File: src/udg_pkg.sv
/*
 * Package of the USB device global register block: register offsets,
 * field positions, reset values and the carrier structs.
 * Assumes one system clock shared with the device controller core.
 */
// How it works
// - transceiver carries 12 Mbit/s full-speed serial traffic
// - separate transmitter and receiver power-down bits
// - power-down tri-states drivers, isolating the port
// - flag single-ended zero when both lines low
// - sixteen 16-bit interface status values for Get_Status
// - return stored interface status whatever its meaning
// - Set_Configuration and Set_Interface handled in hardware
// - read-only config, interface, alternate setting fields
// - config request change sets the change flag
// - change interrupt gated by its enable bit
// - read-only bits ignore writes, read-write bits store
// - command bits act on 1, read 0
// - register addresses are offsets from fixed base
// - each register has unique address; endpoints separate
package udg_pkg;

    // fixed base of the module on the peripheral bus
    localparam logic [15:0] BASE_ADDR = 16'hDD00;
    localparam logic [7:0] OFS_EP_STALL_LO = 8'h01;
    localparam logic [7:0] OFS_EP_STALL_HI = 8'h02;
    localparam logic [7:0] OFS_CFG_REQ_LO = 8'h03;
    localparam logic [7:0] OFS_CFG_REQ_HI = 8'h04;
    localparam logic [7:0] OFS_EP_IRQ_LO = 8'h05;
    localparam logic [7:0] OFS_EP_IRQ_HI = 8'h06;
    localparam logic [7:0] OFS_CFG_CHG_FLAG = 8'h07;
    localparam logic [7:0] OFS_CFG_CHG_EN = 8'h08;
    localparam logic [7:0] OFS_DEV_CTRL = 8'h09;
    localparam logic [7:0] OFS_PWR_DOWN = 8'h0A;
    localparam logic [7:0] OFS_DEV_IRQ_EN = 8'h0B;
    localparam logic [7:0] OFS_DEV_IRQ_REQ = 8'h0C;
    localparam logic [7:0] OFS_SETUP_STAT = 8'h0D;
    localparam logic [7:0] OFS_FRAME_LO = 8'h0E;
    localparam logic [7:0] OFS_FRAME_HI = 8'h0F;
    localparam logic [7:0] OFS_DEV_GS_LO = 8'h10;
    localparam logic [7:0] OFS_DEV_GS_HI = 8'h11;
    localparam logic [7:0] OFS_IF_GS_LO = 8'h12;
    localparam logic [7:0] OFS_IF_GS_HI = 8'h13;
    localparam logic [7:0] OFS_IF_SEL = 8'h14;
    localparam logic [7:0] OFS_SETUP_TOK = 8'h15;
    localparam logic [7:0] OFS_ACTIVE_EP = 8'h16;

    // writable masks: bits outside read back as zero
    localparam logic [7:0] CFG_CHG_EN_MASK = 8'hF1;
    localparam logic [7:0] DEV_CTRL_RW_MASK = 8'h1A;
    localparam logic [7:0] DEV_CTRL_CMD_MASK = 8'h24;
    localparam logic [7:0] PWR_DOWN_MASK = 8'h03;
    localparam logic [7:0] DEV_IRQ_MASK = 8'hDF;
    localparam logic [7:0] SETUP_TOK_MASK = 8'h80;
    localparam logic [15:0] EP_IRQ_MASK = 16'hFFE1;
    // field positions
    localparam int PWR_RX_BIT = 0;
    localparam int PWR_TX_BIT = 1;
    localparam int SE0_BIT = 7;
    localparam int SOF_BIT = 0;
    localparam int CHG_BIT = 0;
    localparam int SWR_BIT = 5;
    localparam int RSM_BIT = 2;
    // reset values
    localparam logic [7:0] RST_BYTE = 8'h00;
    localparam logic [15:0] RST_WORD = 16'h0000;
    localparam int NUM_IF = 16;
    // full-speed bit time in ns and cycles of the 125 MHz clock
    localparam int CLK_PERIOD_NS = 8;
    localparam int FS_BIT_NS = 83;
    localparam int FS_BIT_CYCLES = FS_BIT_NS / CLK_PERIOD_NS;

    // one peripheral bus access
    typedef struct packed {
        logic sel;
        logic wr;
        logic rd;
        logic [15:0] addr;
        logic [7:0] wdata;
    } udg_bus_req_s;

    // events from the device controller core
    typedef struct packed {
        logic set_cfg;
        logic [3:0] cfg;
        logic set_if;
        logic [3:0] ifc;
        logic [3:0] alt;
        logic sof;
        logic [10:0] frame;
        logic [7:0] dev_evt;
        logic [1:0] setup_stat;
        logic [3:0] active_ep;
        logic [15:0] ep_irq;
    } udg_core_evt_s;

endpackage : udg_pkg

File: src/udg_top.sv
/*
 * Device-level registers and transceiver control of a full-speed USB
 * function. Assumes the controller core runs on I_REF_CLK and the
 * peripheral bus is a simple same-clock strobe bus with one-cycle reads.
 */
`timescale 1ns/1ns
module udg_top (
    input wire logic I_REF_CLK,
    input wire logic I_RSTN,
    input wire udg_pkg::udg_bus_req_s I_BUS,
    output logic [7:0] O_BUS_RDATA,
    output logic O_BUS_RVALID,
    input wire udg_pkg::udg_core_evt_s I_CORE,
    input wire logic [3:0] I_GS_IF,
    output logic [15:0] O_GS_IF_STATUS,
    output logic [15:0] O_GS_DEV_STATUS,
    output logic [15:0] O_EP_STALL,
    output logic [11:0] O_CFG_REQ,
    output logic [7:0] O_DEV_CTRL,
    output logic O_SETUP_TOK_EN,
    output logic [3:0] O_CHG_CTRL,
    output logic O_SOFT_RESET,
    output logic O_RESUME,
    output logic O_IRQ,
    input wire logic I_TX_DRIVE,
    input wire logic I_TX_DP,
    input wire logic I_TX_DM,
    input wire logic I_DP_IN,
    input wire logic I_DM_IN,
    output logic O_DP_OUT,
    output logic O_DP_OE,
    output logic O_DM_OUT,
    output logic O_DM_OE,
    output logic O_RX_DP,
    output logic O_RX_DM
);
    import udg_pkg::*;

    ////////////////////////////////////////////////////////////////////////
    // address decode

    logic [7:0] ep_stall_lo, ep_stall_hi, chg_en, dev_ctrl, pwr_down;
    logic [7:0] dev_irq_en, dev_irq_req, setup_tok, if_sel;
    logic [15:0] dev_gs;
    logic [15:0] if_status [NUM_IF];
    logic [3:0] cfg, ifc, alt;
    logic [10:0] frame;
    logic chg_flag;

    wire in_range = I_BUS.sel && (I_BUS.addr[15:8] == BASE_ADDR[15:8]);
    wire [7:0] ofs = I_BUS.addr[7:0];
    wire wr = in_range && I_BUS.wr;
    wire rd = in_range && I_BUS.rd;
    wire wr_stall_lo = wr && (ofs == OFS_EP_STALL_LO);
    wire wr_stall_hi = wr && (ofs == OFS_EP_STALL_HI);
    wire wr_chg_en = wr && (ofs == OFS_CFG_CHG_EN);
    wire wr_ctrl = wr && (ofs == OFS_DEV_CTRL);
    wire wr_pwr = wr && (ofs == OFS_PWR_DOWN);
    wire wr_irq_en = wr && (ofs == OFS_DEV_IRQ_EN);
    wire wr_gs_lo = wr && (ofs == OFS_DEV_GS_LO);
    wire wr_gs_hi = wr && (ofs == OFS_DEV_GS_HI);
    wire wr_if_lo = wr && (ofs == OFS_IF_GS_LO);
    wire wr_if_hi = wr && (ofs == OFS_IF_GS_HI);
    wire wr_if_sel = wr && (ofs == OFS_IF_SEL);
    wire wr_tok = wr && (ofs == OFS_SETUP_TOK);
    wire rd_irq_req = rd && (ofs == OFS_DEV_IRQ_REQ);
    wire rd_chg_flag = rd && (ofs == OFS_CFG_CHG_FLAG);

    ////////////////////////////////////////////////////////////////////////
    // read-write registers; masks keep reserved bits at zero

    always_ff @(posedge I_REF_CLK or negedge I_RSTN) begin
        if (!I_RSTN) begin
            ep_stall_lo <= RST_BYTE;
            ep_stall_hi <= RST_BYTE;
            chg_en <= RST_BYTE;
            dev_ctrl <= RST_BYTE;
            pwr_down <= RST_BYTE;
            dev_irq_en <= RST_BYTE;
            dev_gs <= RST_WORD;
            if_sel <= RST_BYTE;
            setup_tok <= RST_BYTE;
        end else begin
            if (wr_stall_lo) ep_stall_lo <= I_BUS.wdata;
            if (wr_stall_hi) ep_stall_hi <= I_BUS.wdata;
            if (wr_chg_en) chg_en <= I_BUS.wdata & CFG_CHG_EN_MASK;
            if (wr_ctrl) dev_ctrl <= I_BUS.wdata & DEV_CTRL_RW_MASK;
            if (wr_pwr) pwr_down <= I_BUS.wdata & PWR_DOWN_MASK;
            if (wr_irq_en) dev_irq_en <= I_BUS.wdata & DEV_IRQ_MASK;
            if (wr_gs_lo) dev_gs[7:0] <= I_BUS.wdata;
            if (wr_gs_hi) dev_gs[15:8] <= I_BUS.wdata;
            if (wr_if_sel) if_sel <= {4'h0, I_BUS.wdata[3:0]};
            if (wr_tok) setup_tok <= I_BUS.wdata & SETUP_TOK_MASK;
        end
    end

    // command bits: a one pulses for one cycle, a zero does nothing
    always_ff @(posedge I_REF_CLK or negedge I_RSTN) begin
        if (!I_RSTN) begin
            O_SOFT_RESET <= 1'b0;
            O_RESUME <= 1'b0;
        end else begin
            O_SOFT_RESET <= wr_ctrl && I_BUS.wdata[SWR_BIT];
            O_RESUME <= wr_ctrl && I_BUS.wdata[RSM_BIT];
        end
    end

    ////////////////////////////////////////////////////////////////////////
    // interface status store, one entry per interface, written through
    // the selector so firmware never addresses the array directly

    genvar gi;
    generate
        for (gi = 0; gi < NUM_IF; gi++) begin : g_if
            wire hit = (if_sel[3:0] == 4'(gi));
            always_ff @(posedge I_REF_CLK or negedge I_RSTN) begin
                if (!I_RSTN) begin
                    if_status[gi] <= RST_WORD;
                end else begin
                    if (wr_if_lo && hit) if_status[gi][7:0] <= I_BUS.wdata;
                    if (wr_if_hi && hit) if_status[gi][15:8] <= I_BUS.wdata;
                end
            end
        end
    endgenerate

    // Get_Status answers: stored value returned untouched
    always_ff @(posedge I_REF_CLK or negedge I_RSTN) begin
        if (!I_RSTN) begin
            O_GS_IF_STATUS <= RST_WORD;
            O_GS_DEV_STATUS <= RST_WORD;
        end else begin
            O_GS_IF_STATUS <= if_status[I_GS_IF];
            O_GS_DEV_STATUS <= dev_gs;
        end
    end

    ////////////////////////////////////////////////////////////////////////
    // configuration request captured from hardware-handled requests

    wire cfg_new = I_CORE.set_cfg && (I_CORE.cfg != cfg);
    wire if_new = I_CORE.set_if && ((I_CORE.ifc != ifc) ||
        (I_CORE.alt != alt));
    wire chg_evt = cfg_new || if_new;

    always_ff @(posedge I_REF_CLK or negedge I_RSTN) begin
        if (!I_RSTN) begin
            cfg <= 4'h0;
            ifc <= 4'h0;
            alt <= 4'h0;
        end else begin
            if (I_CORE.set_cfg) cfg <= I_CORE.cfg;
            if (I_CORE.set_if) begin
                ifc <= I_CORE.ifc;
                alt <= I_CORE.alt;
            end
        end
    end

    // change flag clears on read, but a change in the same cycle wins
    always_ff @(posedge I_REF_CLK or negedge I_RSTN) begin
        if (!I_RSTN) chg_flag <= 1'b0;
        else chg_flag <= (chg_flag && !rd_chg_flag) || chg_evt;
    end

    ////////////////////////////////////////////////////////////////////////
    // line synchronisers and single-ended-zero detection

    logic [1:0] dp_sync, dm_sync;
    logic se0_prev;
    wire se0_now = !dp_sync[1] && !dm_sync[1];
    // synchronisers reset low, which looks like a single-ended zero, so
    // the previous value starts high to keep reset from faking an edge
    always_ff @(posedge I_REF_CLK or negedge I_RSTN) begin
        if (!I_RSTN) begin
            dp_sync <= 2'b00;
            dm_sync <= 2'b00;
            se0_prev <= 1'b1;
        end else begin
            dp_sync <= {dp_sync[0], I_DP_IN};
            dm_sync <= {dm_sync[0], I_DM_IN};
            se0_prev <= se0_now;
        end
    end
    wire se0_evt = se0_now && !se0_prev;

    // device event flags; read clears, a new event in the same cycle wins
    wire [7:0] dev_set = ({se0_evt, I_CORE.dev_evt[6:1], I_CORE.sof} &
        DEV_IRQ_MASK);
    always_ff @(posedge I_REF_CLK or negedge I_RSTN) begin
        if (!I_RSTN) begin
            dev_irq_req <= RST_BYTE;
            frame <= 11'h000;
        end else begin
            dev_irq_req <= (dev_irq_req & ~{8{rd_irq_req}}) | dev_set;
            if (I_CORE.sof) frame <= I_CORE.frame;
        end
    end

    // module interrupt: flags against enables at the same bit positions
    always_ff @(posedge I_REF_CLK or negedge I_RSTN) begin
        if (!I_RSTN) O_IRQ <= 1'b0;
        else O_IRQ <= (|(dev_irq_req & dev_irq_en)) ||
            (chg_flag && chg_en[CHG_BIT]);
    end

    ////////////////////////////////////////////////////////////////////////
    // transceiver: drivers float while transmit is powered down, and the
    // receive path holds zero while receive is powered down

    always_ff @(posedge I_REF_CLK or negedge I_RSTN) begin
        if (!I_RSTN) begin
            O_DP_OUT <= 1'b0;
            O_DM_OUT <= 1'b0;
            O_DP_OE <= 1'b0;
            O_DM_OE <= 1'b0;
            O_RX_DP <= 1'b0;
            O_RX_DM <= 1'b0;
        end else begin
            O_DP_OUT <= I_TX_DP;
            O_DM_OUT <= I_TX_DM;
            O_DP_OE <= I_TX_DRIVE && !pwr_down[PWR_TX_BIT];
            O_DM_OE <= I_TX_DRIVE && !pwr_down[PWR_TX_BIT];
            O_RX_DP <= dp_sync[1] && !pwr_down[PWR_RX_BIT];
            O_RX_DM <= dm_sync[1] && !pwr_down[PWR_RX_BIT];
        end
    end

    ////////////////////////////////////////////////////////////////////////
    // read mux; one-cycle latency, unmapped offsets read zero

    logic [7:0] rmux;
    always_comb begin
        case (ofs)
            OFS_EP_STALL_LO: rmux = ep_stall_lo;
            OFS_EP_STALL_HI: rmux = ep_stall_hi;
            OFS_CFG_REQ_LO: rmux = {ifc, alt};
            OFS_CFG_REQ_HI: rmux = {4'h0, cfg};
            OFS_EP_IRQ_LO: rmux = I_CORE.ep_irq[7:0] & EP_IRQ_MASK[7:0];
            OFS_EP_IRQ_HI: rmux = I_CORE.ep_irq[15:8];
            OFS_CFG_CHG_FLAG: rmux = {7'h00, chg_flag};
            OFS_CFG_CHG_EN: rmux = chg_en;
            OFS_DEV_CTRL: rmux = dev_ctrl;
            OFS_PWR_DOWN: rmux = pwr_down;
            OFS_DEV_IRQ_EN: rmux = dev_irq_en;
            OFS_DEV_IRQ_REQ: rmux = dev_irq_req;
            OFS_SETUP_STAT: rmux = {6'h00, I_CORE.setup_stat};
            OFS_FRAME_LO: rmux = frame[7:0];
            OFS_FRAME_HI: rmux = {5'h00, frame[10:8]};
            OFS_DEV_GS_LO: rmux = dev_gs[7:0];
            OFS_DEV_GS_HI: rmux = dev_gs[15:8];
            OFS_IF_GS_LO: rmux = if_status[if_sel[3:0]][7:0];
            OFS_IF_GS_HI: rmux = if_status[if_sel[3:0]][15:8];
            OFS_IF_SEL: rmux = if_sel;
            OFS_SETUP_TOK: rmux = setup_tok;
            OFS_ACTIVE_EP: rmux = {4'h0, I_CORE.active_ep};
            default: rmux = 8'h00;
        endcase
    end

    always_ff @(posedge I_REF_CLK or negedge I_RSTN) begin
        if (!I_RSTN) begin
            O_BUS_RDATA <= RST_BYTE;
            O_BUS_RVALID <= 1'b0;
        end else begin
            O_BUS_RDATA <= rd ? rmux : RST_BYTE;
            O_BUS_RVALID <= rd;
        end
    end

    // steering outputs
    assign O_EP_STALL = {ep_stall_hi, ep_stall_lo};
    assign O_CFG_REQ = {cfg, ifc, alt};
    assign O_DEV_CTRL = dev_ctrl;
    assign O_SETUP_TOK_EN = setup_tok[7];
    assign O_CHG_CTRL = chg_en[7:4];

endmodule : udg_top

File: config.mk
export PLATFORM = sky130hd
export DESIGN_NAME = udg_top
export DESIGN_NICKNAME = d
export VERILOG_FILES = /design/src/udg_pkg.sv /design/src/udg_top.sv
export SDC_FILE = /design/constraint.sdc
export NUM_CORES = 1
export LEC_CHECK = 0
export BUFFER_PORTS_ARGS = -buffer_cell sky130_fd_sc_hd__buf_2
export CORE_UTILIZATION = 35
export CTS_CLUSTER_DIAMETER = 50
export DETAILED_ROUTE_END_ITERATION = 8
export PLACE_DENSITY = 0.57
export SLEW_MARGIN = 10
export SYNTH_ARGS = -nofsm -noshare
export SYNTH_HDL_FRONTEND = slang
export SYNTH_SLANG_ARGS = --single-unit
File: constraint.sdc
create_clock -name I_REF_CLK -period 4.5 [get_ports I_REF_CLK]
set_input_delay 0 -clock I_REF_CLK [delete_from_list [all_inputs] [get_ports I_REF_CLK]]
set_output_delay 0 -clock I_REF_CLK [all_outputs]
set_load 0.02 [all_outputs]
======== Yosys cells after proc, flatten, opt, wreduce, memory -nomap -nowiden ========
Cells that the tools add are included.
word-level totals
  input port bits ......................... 94
  flip-flop bits (word level) ............. 396
  output and inout bits ................... 91
operators by class
  multiplexer cells ....................... 8
  order comparisons ....................... 2
  reductions and logical operators ........ 72
  equality and inequality tests ........... 41
  bitwise operators ....................... 6
operators by type and width
  cell                                                       count
  case mux 8 bit (22 select lines)                           1
  binary-select mux 16 bit (select 4 bit)                    2
  == test 8 x 4 -> 1 bit (second input constant)             8
  2-to-1 mux 16 bit                                          4
  logical AND 1 bit                                          60
  == test 8 x 5 -> 1 bit (second input constant)             7
  == test 4 bit (second input constant)                      8
  == test 8 x 3 -> 1 bit (second input constant)             4
  bitwise AND 8 bit                                          2
  == test 4 x 3 -> 1 bit (second input constant)             4
  == test 8 x 2 -> 1 bit (second input constant)             2
  inequality test 4 bit                                      3
  greater-or-equal comparator 5 bit (second input constant)  2
  inverter 4 -> 5 bit                                        2
  == test 4 x 2 -> 1 bit (second input constant)             2
  == test 8 x 1 -> 1 bit (second input constant)             1
  == test 8 bit (second input constant)                      1
  2-to-1 mux 8 bit                                           1
  inverter 8 bit                                             1
  OR 8 bit                                                   1
  OR reduction 8 bit                                         1
  logical NOT 1 bit                                          6
  == test 4 x 1 -> 1 bit (second input constant)             1
  logical NOT 4 bit                                          1
  logical OR 1 bit                                           4

======== Logic depth before layout (Yosys ltp) ========
  word-level depth ........................ 7
  mapped depth ............................ 9

======== Least setup slack after synthesis ========
OpenSTA, ideal clock, no wires.
  path type ............................... reg2reg
  from .................................... register if_sel[1]
  to ...................................... register O_BUS_RDATA[0]
  library setup time ...................... 0.145 ns
  slack ................................... 2.121 ns
  arrival time ............................ 2.234 ns
  cell stages (with the launch flop) ...... 8
  required time ........................... 4.355 ns
  path buffers ............................ 2
  cell sequence ........................... dfrtp_1 > buf_2 > buf_1 > mux4_2 > mux2i_1 > nor2_1 > a2111oi_0 > a41oi_1
on the way
  word-level cells in the longest chain between the ends .. 6
RTL lines
  item                                                   RTL line                        source
  start, declared                                        udg_top.sv:43                   logic [7:0] dev_irq_en, dev_irq_req, setup_tok, if_sel;
  start signal, assigned                                 udg_top.sv:92                   if (wr_if_sel) if_sel <= {4'h0, I_BUS.wdata[3:0]};
  inverter 4 -> 5 bit (implied by the code)              udg_top.sv:252, udg_top.sv:253
  binary-select mux 16 bit (select 4 bit)                udg_top.sv:252, udg_top.sv:253
  2-to-1 mux 16 bit (implied by the code) (2 in series)  udg_top.sv:252                  OFS_IF_GS_LO: rmux = if_status[if_sel[3:0]][7:0];
  case mux 8 bit (22 select lines)                       udg_top.sv:234                  case (ofs)
  2-to-1 mux 8 bit                                       udg_top.sv:266                  O_BUS_RDATA <= rd ? rmux : RST_BYTE;
  end signal, assigned                                   udg_top.sv:266
  end, declared                                          udg_top.sv:11                   output logic [7:0] O_BUS_RDATA,
Every way passes these cells. The select of a mux whose other input is x is not followed.
A chain may end at the register's enable or synchronous reset.

======== Final worst setup path ========
  from .................................... register if_sel[1]
  to ...................................... register O_BUS_RDATA[3]
The elaborated chain is that of the path after synthesis.

==> flow_results.org <==
** Place
- Placer Congestion :: 0.959
- Placed wire-length estimate :: between 40 and 50 mm
- Count of placed standard cells including taps :: ~2200
- Port buffering added about 170 buffers.

** Floorplan
- For this configuration, the core starts out at a cell density of 35.7%.
- Die Area :: between 50000 and 60000 µm²
- The core region is 55500 µm².
- The die is 240 µm tall.
- From left edge to right edge, the die measures 240 µm.
- Top Ports :: 185
- Row count :: 86

** Yosys
- In this run the biggest area consumer among cell types represents 49.8% of the synthesized area.
- Counting flops and latches in the post-synthesis netlist gives 396.
- Number of cells produced by synthesis :: 1344
- Averaged over all synthesized cells, the footprint is around 15 µm².
- For this run, the number of Yosys warnings is 0.
- In the synthesized netlist the dominant register cell turns out to be sky130_fd_sc_hd__dfrtp_1.
- After synthesis, flip-flops and latches occupy 49.9% of the total area.
- Counting flops with an async set or reset pin after synthesis yields a share of 100%.
- Yosys mapped a number of flops with a built-in enable equal to 0.
- Biggest area contributors in the synthesized netlist :: sky130_fd_sc_hd__dfrtp_1, sky130_fd_sc_hd__mux2_2, sky130_fd_sc_hd__mux4_2, sky130_fd_sc_hd__mux2i_1, sky130_fd_sc_hd__clkbuf_1
- Post-Syn Area :: 19800 µm²
- Largest area contributor in the netlist :: sky130_fd_sc_hd__dfrtp_1
- In this run, distinct cell masters in the synthesized netlist total 63.

** Detailed routing
- WL final :: between 60 and 70 mm
- For this run, design rule violations remaining after detail routing come to 0.
- Routed vias :: 13100
- Before antenna repair, the detailed router went through 5 iterations.
- The count of nets left with antenna violations once routing finished came out at 0.
- After detailed routing, the average wire length per cell comes to between 20 and 30 µm.
- The detailed router finished its first iteration with around 1000 violations.
- In the routed layout, each cell is associated on average with a via count of between 5 and 6.

** Power
- Per report_power, the sequential group accounts for 43.5% of the total.
- Relative contribution of combinational cells to total power :: approximately 5.8%
- Power spread over the standard cell area amounts to 347 nW/µm².
- The share of total power dissipated in the clock network is around 51%.
- Switching fraction of total power :: 24.6%
- Net switching power figure :: 0.00204 W
- Maximum vdd ir drop :: 0.000256 V
- The internal portion of the total power is 0.00626 W.
- Summed over all cells, the static leakage comes to 10.9 nW.

** GRT
- Summed over all layers, the global routing overflow is 0.
- Global-route wire length before repair :: 91.7 mm
- The number of global-route vias before repair came to roughly 14000.
- Maximum number of pins on one net before global-route repair :: 120
- Global routing used 21.6% of the available tracks.
- Initial antenna violation count :: 0

** Cells and area
- Fraction of the core area covered by cells at the end of the flow :: between 40% and 50%
- Cells with a size suffix above 1 make up 49.5% of the layout.
- Compared with the post-synthesis result, the final layout area differs by 20.6%.
- Area occupied by multi-input gates :: around 9400 µm²
- After the flow finishes, the layout carries non-filler instances totaling between 2000 and 2500.
- Sequential cell area in the final layout :: 9920 µm²
- Layout net count :: around 1600
- Total inserted antenna cells :: 0
- The layout has 5053 filler cells.

** STA
- Setup total negative slack on the finished layout was measured at 0 ns.
- Number of endpoints with negative hold slack in the final report :: 0
- Setup repair after global routing left no endpoint under its margin.
- Across the routed clock network, the largest skew measured is about 0.027 ns.
- Headroom to the max-slew limit came out at 25.1%.
- The final number of max-transition violations was 0.
- Time the final worst path needs with I/O delays and setup :: 3.43 ns
- The worst path uses between 70% and 80% of the clock period.
- For the pin with the worst max-slew slack, the measured transition is ~1.1 ns.
- For this run, the top clock speed supported by timing is around 300 MHz.
- Setup violation total in the final timing report :: 0
- Hold is met by 0.0519 ns.

** Clocking
- For the worst-skew pair, the clock arrives at the later sink with an insertion delay of 0.61 ns.
- Clock buffer count from CTS :: 53
- The clock passes through at most 3 buffers.
- Clock tree synthesis found a total of 396 sinks.
- After clock tree synthesis, the clock-pin slew on the worst setup and hold paths is 0.06 ns.
- # H-tree levels :: 2
- Clock tree from TritonCTS :: built
- Clock root buffer :: sky130_fd_sc_hd__clkbuf_16
- Number of cells upsized or downsized after cts :: 0

** Worst setup path
- Crit path DAT :: 3.91 ns
- STA classifies the critical path endpoint as a flop.
- The setup path with the least slack is of type reg -> reg.
- Along the worst path, the maximum fanout reaches 41.
- The worst register-to-register path has a depth of 7.
- Startpoint types :: flop
- Data required time at the worst endpoint :: about 5.0 ns

** Hold path
- The worst hold path was traced through 5 stages.
- The worst hold path belongs to the class in -> reg.

** Job
- Max capacitance violation total :: 0

** Run status
- Run status :: completed
[placed cells by master, fill, tap and decap left out, types with 23 or more instances in the layout]
cell and count:
sky130_fd_sc_hd__clkbuf_16 54, sky130_fd_sc_hd__mux2_2 324, sky130_fd_sc_hd__buf_4 23, sky130_fd_sc_hd__dlygate4sd3_1 73, sky130_fd_sc_hd__mux2i_1 35, sky130_fd_sc_hd__nand2_1 43, sky130_fd_sc_hd__mux4_2 144, sky130_fd_sc_hd__nor2_1 28
sky130_fd_sc_hd__nand3_1 23, sky130_fd_sc_hd__dfrtp_1 392, sky130_fd_sc_hd__buf_2 170
[logic make-up after synthesis]
kind of cell           share of synthesized area, %
other                                        0.0189
multiplexers                                   37.7
XOR/XNOR                                      0.530
flip-flops                                     49.9
buffers and inverters                          2.66
AO/OA/AOI/OAI                                  3.75
AND/OR/NAND/NOR                                5.38
[per-layer routing]
| metal | global-route usage (%) | part of all wire, % | vias to the layer above |
|---|---|---|---|
| met5 | 0 | 0 | - |
| met4 | 7.10 | 3.2 | 0 |
| met3 | 3.85 | 6.4 | 107 |
| met2 | 34.9 | 47 | 518 |
| met1 | 29.5 | 43 | 6917 |
| li1 | - | - | 5593 |
[Yosys cell counts (4+ instances only)]
cell type / number
sky130_fd_sc_hd__nand3_1: 23
sky130_fd_sc_hd__nor3_1: 7
sky130_fd_sc_hd__nor2b_1: 14
sky130_fd_sc_hd__nor4_1: 13
sky130_fd_sc_hd__clkbuf_1: 69
sky130_fd_sc_hd__buf_1: 24
sky130_fd_sc_hd__mux2i_1: 35
sky130_fd_sc_hd__a221oi_1: 4
sky130_fd_sc_hd__buf_2: 14
sky130_fd_sc_hd__a22oi_1: 11
sky130_fd_sc_hd__inv_1: 5
sky130_fd_sc_hd__buf_4: 12
sky130_fd_sc_hd__o21ai_0: 6
sky130_fd_sc_hd__xnor2_1: 8
sky130_fd_sc_hd__a22o_1: 10
sky130_fd_sc_hd__mux4_2: 144
sky130_fd_sc_hd__and3_1: 5
sky130_fd_sc_hd__nand2b_1: 9
sky130_fd_sc_hd__nand2_1: 43
sky130_fd_sc_hd__a31oi_1: 6
sky130_fd_sc_hd__a41oi_1: 8
sky130_fd_sc_hd__a21o_1: 8
sky130_fd_sc_hd__mux2_4: 16
sky130_fd_sc_hd__nor3b_1: 4
sky130_fd_sc_hd__or3_1: 4
sky130_fd_sc_hd__dfrtp_1: 395
sky130_fd_sc_hd__and2_1: 5
sky130_fd_sc_hd__nor2_1: 28
sky130_fd_sc_hd__a21oi_1: 14
sky130_fd_sc_hd__xor2_1: 4
sky130_fd_sc_hd__nand4_1: 13
sky130_fd_sc_hd__nor2_2: 6
sky130_fd_sc_hd__mux2_2: 324
sky130_fd_sc_hd__o22ai_1: 9
sky130_fd_sc_hd__nand3b_1: 4
[metrics by stage]
step           cell area [µm²]  setup slack (ns)  power [W]
2_1_floorplan            19900              2.12    0.00388
3_3_place_gp             21400              1.43    0.00409
3_5_place_dp             21400              1.43    0.00410
4_1_cts                  23900              1.04    0.00840
5_1_grt                  23900             0.795    0.00859
6_report                 23900              1.07    0.00830
[power by group through the flow]
stage	Clock (W)	Sequential [W]	Combinational (W)
2_1_floorplan	0	0.00369	0.000191
4_1_cts	0.00430	0.00361	0.000483
5_1_grt	0.00446	0.00361	0.000518
3_5_place_dp	0	0.00368	0.000422
3_3_place_gp	0	0.00367	0.000418
6_report	0.00421	0.00361	0.000479
[worst paths after layout]
| check | startpoint | end | slack (ns) |
|---|---|---|---|
| max reg2reg | if_sel[1] | O_BUS_RDATA[3] | 1.07 |
| max in group asynchronous | I_RSTN | chg_en[5] | 3.16 |
| min in group asynchronous | I_RSTN | ifc[2] | 0.07 |
| min | I_BUS[14] | setup_tok[7] | 0.05 |
| min reg2reg | dp_sync[0] | dp_sync[1] | 0.35 |
| max | if_sel[1] | O_BUS_RDATA[3] | 1.07 |
[what timing repair did]
action	4_1_cts	5_1_grt
setup buffers	0	0
hold buffers	73	0
endpoints found under the hold margin	160	0
[worst max-delay path: stages (launching register included)]
cell and delay [ns]:
sky130_fd_sc_hd__dfrtp_4 0.94, sky130_fd_sc_hd__buf_12 0.33, sky130_fd_sc_hd__mux4_2 0.56, sky130_fd_sc_hd__mux2i_1 0.17
sky130_fd_sc_hd__mux2i_1 0.29, sky130_fd_sc_hd__a22oi_1 0.27, sky130_fd_sc_hd__a31oi_1 0.11, sky130_fd_sc_hd__dlygate4sd3_1 0.58
[flip-flops by register name, indices dropped and copies added, names as in the netlist, 2 cells and up]
signal,flops
dev_gs,16
pwr_down,2
cfg,4
dp_sync,2
alt,4
O_DEV_CTRL,3
O_GS_DEV_STATUS,16
O_GS_IF_STATUS,16
ep_stall_hi,8
ifc,4
if_sel,4
dev_irq_en,7
chg_en,5
O_BUS_RDATA,8
frame,11
if_status,256
dm_sync,2
dev_irq_req,8
ep_stall_lo,8
[area by class of cell]
| class | instances | area share [%] |
|---|---|---|
| flip-flops and latches | 396 | 41.4 |
| repair buffers | 271 | 7.73 |
| inverters | 5 | 0.0784 |
| multi-input cells | 828 | 39.4 |
| well taps | 748 | 3.91 |
| clock buffers | 74 | 6.46 |
| clock inverters | 26 | 1.01 |
Note: power is estimated with default switching activity, not from simulation.
